===== src/shared/ecpbh_cfg.svh =====
// timing counts and field layout for the ecp byte handshake
`ifndef ECPBH_CFG_SVH
`define ECPBH_CFG_SVH

`define ECPBH_SETUP_NS      10
`define ECPBH_CLK_NS        5
`define ECPBH_SETUP_CYC     ((`ECPBH_SETUP_NS + `ECPBH_CLK_NS - 1) / `ECPBH_CLK_NS)
`define ECPBH_CNT_W         4
`define ECPBH_DATA_W        8

`endif


===== src/shared/ecpbh_pkg.sv =====
// types for the ecp byte handshake
`default_nettype none
package ecpbh_pkg;
    typedef enum logic [3:0] {
        ECPBH_IDLE,
        ECPBH_F_SETUP,
        ECPBH_F_STROBE,
        ECPBH_F_RELEASE,
        ECPBH_F_WAITLOW,
        ECPBH_R_TURN,
        ECPBH_R_WAITGRANT,
        ECPBH_R_WAITCLK,
        ECPBH_R_WAITHIGH,
        ECPBH_R_ENDREV
    } ecpbh_state_t;
endpackage : ecpbh_pkg
`default_nettype wire


===== src/rtl/ecpbh_host.sv =====
// host end of the ecp interlocked byte handshake, forward and reverse
//
// Overview of operation
// - forward data: drive byte, hostack high
// - then drive hostclk low: byte valid
// - on periphack high, hostclk back high
// - forward command: same exchange, hostack low
// - reverse start: drive reverse request low
// - on periphclk low, raise hostack
// - latch byte and type on periphclk rise
// - after periphclk high, drop hostack
// - hold 1284 active high in mode
// - strobe=hostclk, autofeed=hostack, ack/busy inputs
`include "ecpbh_cfg.svh"
`timescale 1ns/1ps
`default_nettype none

module ecpbh_host (
    // clock and reset
    input  wire logic                     clk,
    input  wire logic                     rst_n,
    // user side
    input  wire logic                     mode_en,
    input  wire logic                     fwd_valid,
    input  wire logic [`ECPBH_DATA_W-1:0] fwd_data,
    input  wire logic                     fwd_is_cmd,
    output logic                          fwd_ready,
    input  wire logic                     rev_enable,
    output logic                          rev_valid,
    output logic [`ECPBH_DATA_W-1:0]      rev_data,
    output logic                          rev_is_cmd,
    output logic                          periph_req,
    // link pins
    output logic                          strobe_n_o,
    output logic                          autofd_n_o,
    output logic                          select_in_n_o,
    output logic                          init_n_o,
    input  wire logic                     ack_n_i,
    input  wire logic                     busy_i,
    input  wire logic                     paper_end_i,
    input  wire logic                     error_n_i,
    input  wire logic [`ECPBH_DATA_W-1:0] pd_i,
    output logic [`ECPBH_DATA_W-1:0]      pd_o,
    output logic                          pd_oe
);
    ecpbh_pkg::ecpbh_state_t state_reg;
    logic [`ECPBH_CNT_W-1:0] cnt_reg;
    logic                    periph_clk_d_reg;

    // pin naming per mode: hostclk on strobe, hostack on autofeed
    logic periph_clk;
    logic periph_ack;
    logic ack_reverse_n;
    assign periph_clk    = ack_n_i;
    assign periph_ack    = busy_i;
    assign ack_reverse_n = paper_end_i;

    always_ff @(posedge clk or negedge rst_n) begin
        if (!rst_n) begin
            periph_clk_d_reg <= 1'b1;
            periph_req       <= 1'b0;
        end else begin
            periph_clk_d_reg <= periph_clk;
            periph_req       <= mode_en & ~error_n_i;
        end
    end

    always_ff @(posedge clk or negedge rst_n) begin
        if (!rst_n) begin
            state_reg     <= ecpbh_pkg::ECPBH_IDLE;
            cnt_reg       <= '0;
            strobe_n_o    <= 1'b1;
            autofd_n_o    <= 1'b0;
            select_in_n_o <= 1'b0;
            init_n_o      <= 1'b1;
            pd_o          <= 8'h00;
            pd_oe         <= 1'b0;
            fwd_ready     <= 1'b0;
            rev_valid     <= 1'b0;
            rev_data      <= 8'h00;
            rev_is_cmd    <= 1'b0;
        end else begin
            fwd_ready     <= 1'b0;
            rev_valid     <= 1'b0;
            select_in_n_o <= mode_en;
            case (state_reg)
                ecpbh_pkg::ECPBH_IDLE: begin
                    if (mode_en && rev_enable) begin
                        pd_oe     <= 1'b0;
                        state_reg <= ecpbh_pkg::ECPBH_R_TURN;
                    end else if (mode_en && fwd_valid && !periph_ack) begin
                        // hostclk high and periphack low here
                        pd_o       <= fwd_data;
                        pd_oe      <= 1'b1;
                        autofd_n_o <= ~fwd_is_cmd;
                        fwd_ready  <= 1'b1;
                        cnt_reg    <= `ECPBH_CNT_W'(`ECPBH_SETUP_CYC);
                        state_reg  <= ecpbh_pkg::ECPBH_F_SETUP;
                    end
                end
                ecpbh_pkg::ECPBH_F_SETUP: begin
                    if (cnt_reg > `ECPBH_CNT_W'(1)) begin
                        cnt_reg <= cnt_reg - `ECPBH_CNT_W'(1);
                    end else begin
                        strobe_n_o <= 1'b0;
                        state_reg  <= ecpbh_pkg::ECPBH_F_STROBE;
                    end
                end
                ecpbh_pkg::ECPBH_F_STROBE: begin
                    if (periph_ack) begin
                        strobe_n_o <= 1'b1;
                        state_reg  <= ecpbh_pkg::ECPBH_F_WAITLOW;
                    end
                end
                ecpbh_pkg::ECPBH_F_WAITLOW: begin
                    if (!periph_ack) begin
                        state_reg <= ecpbh_pkg::ECPBH_IDLE;
                    end
                end
                ecpbh_pkg::ECPBH_R_TURN: begin
                    autofd_n_o <= 1'b0;
                    init_n_o   <= 1'b0;
                    state_reg  <= ecpbh_pkg::ECPBH_R_WAITGRANT;
                end
                ecpbh_pkg::ECPBH_R_WAITGRANT: begin
                    if (!rev_enable || !mode_en) begin
                        state_reg <= ecpbh_pkg::ECPBH_R_ENDREV;
                    end else if (!ack_reverse_n) begin
                        state_reg <= ecpbh_pkg::ECPBH_R_WAITCLK;
                    end
                end
                ecpbh_pkg::ECPBH_R_WAITCLK: begin
                    if (!periph_clk) begin
                        autofd_n_o <= 1'b1;
                        state_reg  <= ecpbh_pkg::ECPBH_R_WAITHIGH;
                    end else if (!rev_enable || !mode_en) begin
                        state_reg <= ecpbh_pkg::ECPBH_R_ENDREV;
                    end
                end
                ecpbh_pkg::ECPBH_R_WAITHIGH: begin
                    if (periph_clk && !periph_clk_d_reg) begin
                        rev_data   <= pd_i;
                        rev_is_cmd <= ~periph_ack;
                        rev_valid  <= 1'b1;
                        autofd_n_o <= 1'b0;
                        state_reg  <= ecpbh_pkg::ECPBH_R_WAITCLK;
                    end
                end
                ecpbh_pkg::ECPBH_R_ENDREV: begin
                    init_n_o <= 1'b1;
                    if (ack_reverse_n) begin
                        state_reg <= ecpbh_pkg::ECPBH_IDLE;
                    end
                end
                default: state_reg <= ecpbh_pkg::ECPBH_IDLE;
            endcase
        end
    end

    // rising periphclk edge seen only once the raw level is back high
    a_rev_latch_edge: assert property (@(posedge clk) disable iff (!rst_n)
        rev_valid |-> $past(periph_clk) && !$past(periph_clk_d_reg) && !autofd_n_o)
        else $error("reverse byte latched off the periphclk rise");
    a_strobe_release: assert property (@(posedge clk) disable iff (!rst_n)
        (state_reg == ecpbh_pkg::ECPBH_F_STROBE && periph_ack) |=> strobe_n_o)
        else $error("hostclk not returned high after periphack");
    a_strobe_setup: assert property (@(posedge clk) disable iff (!rst_n)
        $fell(strobe_n_o) |-> pd_oe && $stable(pd_o) && $stable(autofd_n_o))
        else $error("hostclk fell while forward byte changing");
    // two setup cycles between taking the byte and the hostclk fall
    a_setup_time: assert property (@(posedge clk) disable iff (!rst_n)
        fwd_ready |-> strobe_n_o ##1 strobe_n_o ##1 !strobe_n_o)
        else $error("hostclk fall not two cycles after byte taken");
    a_data_stable: assert property (@(posedge clk) disable iff (!rst_n)
        ($changed(pd_o) && pd_oe) |-> $past(strobe_n_o) && !$past(periph_ack))
        else $error("forward byte changed mid handshake");
    a_hostack_data: assert property (@(posedge clk) disable iff (!rst_n)
        (fwd_ready && !$past(fwd_is_cmd)) |-> autofd_n_o && pd_oe && pd_o == $past(fwd_data))
        else $error("forward data byte not presented with hostack high");
    a_fwd_type: assert property (@(posedge clk) disable iff (!rst_n)
        fwd_ready |-> autofd_n_o == ~$past(fwd_is_cmd))
        else $error("forward cycle type wrong on hostack");
    // no new byte taken until periphack is seen low again
    a_fwd_refused: assert property (@(posedge clk) disable iff (!rst_n)
        fwd_ready |-> !$past(periph_ack) && $past(state_reg) == ecpbh_pkg::ECPBH_IDLE)
        else $error("forward byte taken while periphack high");
    a_fwd_waitlow: assert property (@(posedge clk) disable iff (!rst_n)
        (state_reg == ecpbh_pkg::ECPBH_F_WAITLOW && periph_ack) |=> strobe_n_o && state_reg == ecpbh_pkg::ECPBH_F_WAITLOW)
        else $error("forward handshake left before periphack low");
    a_rev_request: assert property (@(posedge clk) disable iff (!rst_n)
        (state_reg == ecpbh_pkg::ECPBH_R_TURN) |=> !init_n_o)
        else $error("reverse request not driven low");
    a_rev_release: assert property (@(posedge clk) disable iff (!rst_n)
        !init_n_o |-> !pd_oe)
        else $error("data lines driven during reverse request");
    a_hostack_rise: assert property (@(posedge clk) disable iff (!rst_n)
        (state_reg == ecpbh_pkg::ECPBH_R_WAITCLK && !periph_clk) |=> autofd_n_o)
        else $error("hostack not raised on periphclk low");
    a_hostack_drop: assert property (@(posedge clk) disable iff (!rst_n)
        (state_reg == ecpbh_pkg::ECPBH_R_WAITHIGH && periph_clk && !periph_clk_d_reg) |=> !autofd_n_o && rev_valid)
        else $error("hostack not dropped after periphclk rise");
    a_active_line: assert property (@(posedge clk) disable iff (!rst_n)
        mode_en |=> select_in_n_o)
        else $error("1284 active not held high in mode");
    a_rev_cmd_type: assert property (@(posedge clk) disable iff (!rst_n)
        rev_valid |-> rev_is_cmd == ~$past(periph_ack))
        else $error("reverse cycle type recorded wrongly");
    // first cycle after a reset release is left out: the flop held its reset value
    a_periph_req: assert property (@(posedge clk) disable iff (!rst_n)
        $past(rst_n) |-> periph_req == $past(mode_en && !error_n_i))
        else $error("peripheral request not passed through");

endmodule : ecpbh_host

`default_nettype wire


===== config.mk =====
export PLATFORM = sky130hd
export DESIGN_NAME = ecpbh_host
export DESIGN_NICKNAME = d
export VERILOG_FILES = /design/src/shared/ecpbh_pkg.sv /design/src/rtl/ecpbh_host.sv
export VERILOG_INCLUDE_DIRS = /design/src /design/src/shared
export SDC_FILE = /design/constraint.sdc
export NUM_CORES = 1
export LEC_CHECK = 0
export BUFFER_PORTS_ARGS = -buffer_cell sky130_fd_sc_hd__clkbuf_2
export CAP_MARGIN = 40
export CORE_UTILIZATION = 45
export DETAILED_ROUTE_END_ITERATION = 7
export GPL_TIMING_DRIVEN = 0
export PLACE_DENSITY = 0.74
export SLEW_MARGIN = 20
export SYNTH_ARGS = -nofsm -noshare
export SYNTH_HDL_FRONTEND = slang
export SYNTH_SLANG_ARGS = --single-unit

===== constraint.sdc =====
create_clock -name clk -period 1.7 [get_ports clk]
set_clock_uncertainty 0.2 [all_clocks]
set_input_delay 0.17 -clock clk [delete_from_list [all_inputs] [get_ports clk]]
set_output_delay 0.17 -clock clk [all_outputs]
set_load 0.02 [all_outputs]

==> flow_metrics.env, run 1 <==
export IMPL_status="finished, violations left"
export IMPL_violations="negative setup slack"
export IMPL_grt_usage_pct=25.0
export IMPL_synth_area_leaders="dfrtp_1 47%, nand2_1 7.7%, mux2_2 5.4%"
export IMPL_fin_cells=308
export IMPL_syn_inst=162
export IMPL_rrSetupSlack_ns=-0.30
export IMPL_max_freq_ghz=0.500
export IMPL_gr_usage_met3_pct=6.93
export IMPL_cp_arrival_ns=1.98
export IMPL_gr_max_usage_layer="met2"
export IMPL_die_x_um=62.8
export IMPL_drtIter0Drc=88
export IMPL_rsz0062_at_grt="true"
export IMPL_p_leak_uw=0.00130
export IMPL_antenna_left=0
export IMPL_utilization_pct=79.4
export IMPL_max_slew_worst_pin_slew_ns=0.460
export IMPL_drc_errors=0
export IMPL_r2r_cells=6
export IMPL_grt_overflow_total=0
export IMPL_synth_nets=190
export IMPL_hold_violations=0
export IMPL_relSlewSlack_pct=69.3
export IMPL_grt_pass1_wl_um=7510
export IMPL_slew_violations=0
export IMPL_vias_per_cell=5.34
export IMPL_final_common_cell="clkbuf_2"
export IMPL_start_util_pct=48.3
export IMPL_timing_final_ws_setup_ns=-0.299
export IMPL_fillers=189
export IMPL_dr_total_vias=1644
export IMPL_clock_path_buffers=2
export IMPL_power_density_mw_per_mm2=1880
export IMPL_synth_edf_count=0
export IMPL_critPathRequiredTime_ns=1.68
export IMPL_regArea_um2=858
export IMPL_reg_top3="pd_o: 8 flops, rev_data: 8 flops"
export IMPL_yosysTopAreaCell="dfrtp_1"
export IMPL_syn_cell_area_mm2=0.00166
export IMPL_rows=21
export IMPL_met2_usage_pct=41.3
export IMPL_cts_buffers_inserted=5
export IMPL_gp_congestion=0.822
export IMPL_antenna_cells=0
export IMPL_path_class="flip-flop to flip-flop"
export IMPL_netlist_area_leader_share_pct=46.7
export IMPL_hp_class="input port to asynchronous set/reset pin"
export IMPL_grt_pass1_vias=1605
export IMPL_finalSetupTns_ns=-2.76
export IMPL_grt_max_degree=30
export IMPL_critPathLaunchType="flip-flop"
export IMPL_finalCriticalPeriod_ns=2.00
export IMPL_port_buffers=50
export IMPL_route_detailed_wl_per_inst_um=17.2
export IMPL_path_max_fanout=8
export IMPL_synth_seq_area_share_pct=51.4
export IMPL_synth_seq_cells=34
export IMPL_syn_avg_cell_area_um2=10.3
export IMPL_area_growth_syn_to_layout_pct=64.5
export IMPL_drive_above_1_share_pct=51.5
export IMPL_synth_async_sr_flop_share_pct=100
export IMPL_dp_slack_ns=-0.231
export IMPL_cts_tree="built"
export IMPL_grtUsageMet1_pct=31.0
export IMPL_rr_startpoint="state_reg[0]"
export IMPL_clk_pin_slew_ns=0.07
export IMPL_clock_root_buffer="clkbuf_8"
export IMPL_critPathCaptureType="flip-flop"
export IMPL_setup_viol=25
export IMPL_ys_types=45
export IMPL_yosysWarnings=0
export IMPL_reg2reg_to="state_reg[2]"
export IMPL_dr_pass1_iters=4
export IMPL_vdd_drop_max_mv=1.05
export IMPL_h_tree_depth=2
export IMPL_placed_cell_area_mm2=0.00200
export IMPL_antenna_found_initial=0
export IMPL_drv_cap=0
export IMPL_pin_count=51
export IMPL_die_h_um=62.8
export IMPL_final_area_mm2=0.00273
export IMPL_dieArea_mm2=0.00394
export IMPL_fin_crit_sh_pct=118
export IMPL_dp_hpwl_um=2560
export IMPL_cts_num_sinks=34
export IMPL_multi_input_area_um2=920
export IMPL_synth_ff_type="dfrtp_1"
export IMPL_final_nets=289
export IMPL_wl_um=5300
export IMPL_clk_latency_ns=0.29
export IMPL_most_common_layout_cells="50 x clkbuf_2, 28 x dfrtp_1, 23 x dlygate4sd3_1"
export IMPL_core_area_mm2=0.00344
export IMPL_dp_cells=259
## worst max-delay path by stage
stage	slack [ns]	start	to	depth (start not counted)
detailed placement	-0.23	cnt_reg[0]	state_reg[2]	7
floorplan	-0.10	cnt_reg[0]	state_reg[2]	7
global placement	-0.23	cnt_reg[0]	state_reg[2]	7
global route	-0.32	state_reg[0]	state_reg[2]	6
finish	-0.30	state_reg[0]	state_reg[2]	6
CTS	-0.21	cnt_reg[1]	state_reg[2]	7
## cell usage after synthesis, types with 2 or more instances
library cell,instances
buf_4,3
nand2_1,34
nor4_1,2
nor3b_1,2
dfstp_2,3
nor3_1,4
buf_6,3
o21ai_0,11
nand2b_1,4
a31oi_1,4
inv_1,5
nor2b_1,3
dfrtp_1,31
a21oi_1,2
xnor2_1,3
mux2i_1,2
nor2_1,9
ha_1,2
mux2_2,8
o21ai_1,2
## cell type report
type                       instances  share of cell area, %
sequential                        34                   31.4
clock buffer                       5                   2.52
buffer                             7                   2.88
timing repair inverter             1                  0.183
clock inverter                     3                   2.52
inverter                           6                  0.962
multi-input combinational        115                   33.7
tap                               46                   2.11
timing repair buffer              91                   23.8
## metal layers
layer  wire, um  vias to the layer above
met2       2630                       84
met4        115                        0
li1           -                      754
met5          0                        -
met3        376                       15
met1       2180                      791
## power breakdown
| group | switching (uW) | internal (uW) | leakage, uW |
|---|---|---|---|
| Sequential | 310 | 1160 | 0.000419 |
| Combinational | 1440 | 1320 | 0.000811 |
| Clock | 322 | 588 | 0.0000683 |
| Total | 2070 | 3070 | 0.00130 |
## metrics by stage
step                power (uW)  hold slack, ns
floorplan                 2720          -0.326
global placement          3190           0.115
detailed placement        3230          -0.175
CTS                       4620          0.0374
global route              5400          0.0742
finish                    5130          0.0548
## critical path, cell delays in order, from the launching register on
cell and delay (ns):
dfrtp_1 0.38, buf_6 0.15, nor4b_1 0.32, a31oi_1 0.13, a21oi_2 0.23, or2_1 0.18
mux2_4 0.30
## cell families after synthesis
group | synth area share (%)
and+or+nand+nor | 20.0
DFF | 51.4
AOI/OAI and AO/OA | 12.3
buffers and inverters | 5.04
muxes | 8.21
xor gates and xnor gates | 1.58
adders and majority gates | 1.51
## timing repair
item,4_1_cts,5_1_grt
pin swaps,9,25
hold endpoints to repair,55,0
hold buffers,23,0
endpoints found under the setup margin,24,25
cloned,1,3
setup buffers,8,6
resized for setup,28,33
(Power assumes the default switching activity.)
==> run 2, diff against run 1 <==
--- a/config.mk
+++ b/config.mk
@@ -7,11 +7,10 @@
 export NUM_CORES = 1
 export LEC_CHECK = 0
 export BUFFER_PORTS_ARGS = -buffer_cell sky130_fd_sc_hd__clkbuf_2
-export CAP_MARGIN = 40
 export CORE_UTILIZATION = 45
 export DETAILED_ROUTE_END_ITERATION = 7
 export GPL_TIMING_DRIVEN = 0
-export PLACE_DENSITY = 0.74
+export PLACE_DENSITY = 0.78
 export SLEW_MARGIN = 20
 export SYNTH_ARGS = -nofsm -noshare
 export SYNTH_HDL_FRONTEND = slang
==> flow_metrics.env, run 2 (same netlist as run 1, synthesis figures left out) <==
export IMPL_most_common_layout_cells="50 x clkbuf_2, 31 x nand2_1, 28 x dfrtp_1"
export IMPL_rsz0062_at_grt="true"
export IMPL_drv_cap=0
export IMPL_rows=21
export IMPL_violations="negative setup slack"
export IMPL_clock_path_buffers=2
export IMPL_pin_count=51
export IMPL_dr_total_vias=1764
export IMPL_whs_endpoint="autofd_n_o"
export IMPL_swShare_pct=41.3
export IMPL_hold_violations=0
export IMPL_grt_pass1_wl_um=8410
export IMPL_reg_top3="pd_o: 8 flops, rev_data: 8 flops"
export IMPL_max_freq_ghz=0.522
export IMPL_path_max_fanout=10
export IMPL_dr_pass1_iters=5
export IMPL_antenna_left=0
export IMPL_timing_final_ws_setup_ns=-0.217
export IMPL_rr_startpoint="state_reg[1]"
export IMPL_finalCriticalPeriod_ns=1.92
export IMPL_antenna_cells=0
export IMPL_final_nets=291
export IMPL_status="finished, violations left"
export IMPL_drive_above_1_share_pct=50.4
export IMPL_clk_latency_ns=0.30
export IMPL_dp_hpwl_um=2480
export IMPL_die_h_um=62.8
export IMPL_max_slew_worst_pin_slew_ns=0.838
export IMPL_core_area_mm2=0.00344
export IMPL_cts_num_sinks=34
export IMPL_clk_pin_slew_ns=0.07
export IMPL_r2r_cells=6
export IMPL_critPathRequiredTime_ns=1.69
export IMPL_grt_pass1_vias=1665
export IMPL_critPathLaunchType="flip-flop"
export IMPL_holdWs_ns=0.113
export IMPL_cts_buffers_inserted=5
export IMPL_area_growth_syn_to_layout_pct=63.6
export IMPL_finalSetupTns_ns=-3.18
export IMPL_fillers=179
export IMPL_gp_congestion=0.913
export IMPL_whs_path_depth=3
export IMPL_antenna_found_initial=0
export IMPL_hold_path_startpoint="fwd_is_cmd"
export IMPL_reg2reg_to="cnt_reg[3]"
export IMPL_pwr_share_comb_pct=53.9
export IMPL_power_density_mw_per_mm2=1920
export IMPL_fin_crit_sh_pct=113
export IMPL_vdd_drop_max_mv=1.20
export IMPL_vias_per_cell=5.69
export IMPL_port_buffers=50
export IMPL_drtIter0Drc=172
export IMPL_internal_power_uw=3070
export IMPL_hp_class="input port to flip-flop"
export IMPL_clock_root_buffer="clkbuf_8"
export IMPL_cts_tree="built"
export IMPL_slew_violations=0
export IMPL_cp_arrival_ns=1.90
export IMPL_dieArea_mm2=0.00394
export IMPL_p_leak_uw=0.00131
export IMPL_h_tree_depth=2
export IMPL_wl_um=6050
export IMPL_p_sw_uw=2150
export IMPL_start_util_pct=48.3
export IMPL_path_class="flip-flop to flip-flop"
export IMPL_fin_cells=310
export IMPL_power_frac_seq_pct=28.6
export IMPL_grt_usage_pct=28.4
export IMPL_route_detailed_wl_per_inst_um=19.5
export IMPL_fin_total_pwr_uw=5220
export IMPL_dp_cells=258
export IMPL_setup_viol=25
export IMPL_grt_max_degree=35
export IMPL_critPathCaptureType="flip-flop"
export IMPL_die_x_um=62.8
export IMPL_drc_errors=0
export IMPL_relSlewSlack_pct=44.2
export IMPL_grt_overflow_total=0
export IMPL_final_common_cell="clkbuf_2"
export IMPL_rrSetupSlack_ns=-0.22
export IMPL_power_frac_clock_pct=17.5
==> run 2: changes by cell type in the layout (fill, tap and decap cells not counted), sizes merged <==
cell,before,now
buf,25,27
==> run 2: power groups by stage <==
stage                     logic (uW)  clock network [uW]  registers (uW)
final                           2810                 912            1490
after global routing            2950                 969            1520
after CTS                       2300                 910            1420
after detailed placement        1830                   0            1400
after global placement          1800                   0            1380
after floorplan                 1070                   0            1650
==> run 2: layout make-up <==
| cell class | instances | area, um^2 | area share, % |
|---|---|---|---|
| inverter | 6 | 26.3 | 0.967 |
| sequential | 34 | 858 | 31.6 |
| timing repair inverter | 1 | 5.00 | 0.184 |
| multi-input combinational | 115 | 918 | 33.8 |
| tap | 46 | 57.6 | 2.12 |
| buffer | 7 | 82.6 | 3.04 |
| clock inverter | 3 | 68.8 | 2.53 |
| clock buffer | 5 | 68.8 | 2.53 |
| timing repair buffer | 93 | 632 | 23.3 |
==> run 2: how the worst max path moves through the flow <==
stage,startpoint,to,slack (ns),depth (start not counted)
floorplan,cnt_reg[0],state_reg[2],-0.10,7
global placement,cnt_reg[0],state_reg[2],-0.25,7
detailed placement,cnt_reg[0],state_reg[2],-0.25,7
CTS,cnt_reg[0],state_reg[2],-0.18,7
global route,state_reg[2],state_reg[2],-0.37,6
finish,state_reg[1],cnt_reg[3],-0.22,6
==> run 2: per-layer routing <==
layer	part of all wire (%)	track usage [%]	up-vias	routed length (um)
met5	0	0	-	0
met4	3.3	12.8	0	200
met3	7.8	4.56	27	474
met2	52	48.8	120	3140
met1	37	34.9	859	2240
li1	-	-	758	-
==> run 2: through the flow <==
step / setup slack (ns) / area (um^2) / utilization (%)
6_report: -0.217 / 2720 / 79.0
2_1_floorplan: -0.103 / 1670 / -
3_3_place_gp: -0.246 / 1980 / 57.5
3_5_place_dp: -0.249 / 1980 / 57.5
5_1_grt: -0.369 / 2720 / 79.0
4_1_cts: -0.180 / 2560 / 74.3
==> run 2: repair_timing <==
item / in CTS / in global routing
gates cloned: 2 / 1
hold buffers: 23 / 0
pin swaps: 10 / 8
resized for setup: 24 / 33
endpoints found under the hold margin: 52 / 0
buffers inserted: 13 / 5
setup endpoints to repair: 24 / 27
==> run 2: worst max-delay path, cell delays in order, from the launching register on <==
cell      delay (ns)
dfrtp_2         0.50
buf_6           0.18
nor2b_4         0.15
o311ai_2        0.20
nor4_1          0.34
xnor2_1         0.17
nor2_1          0.06
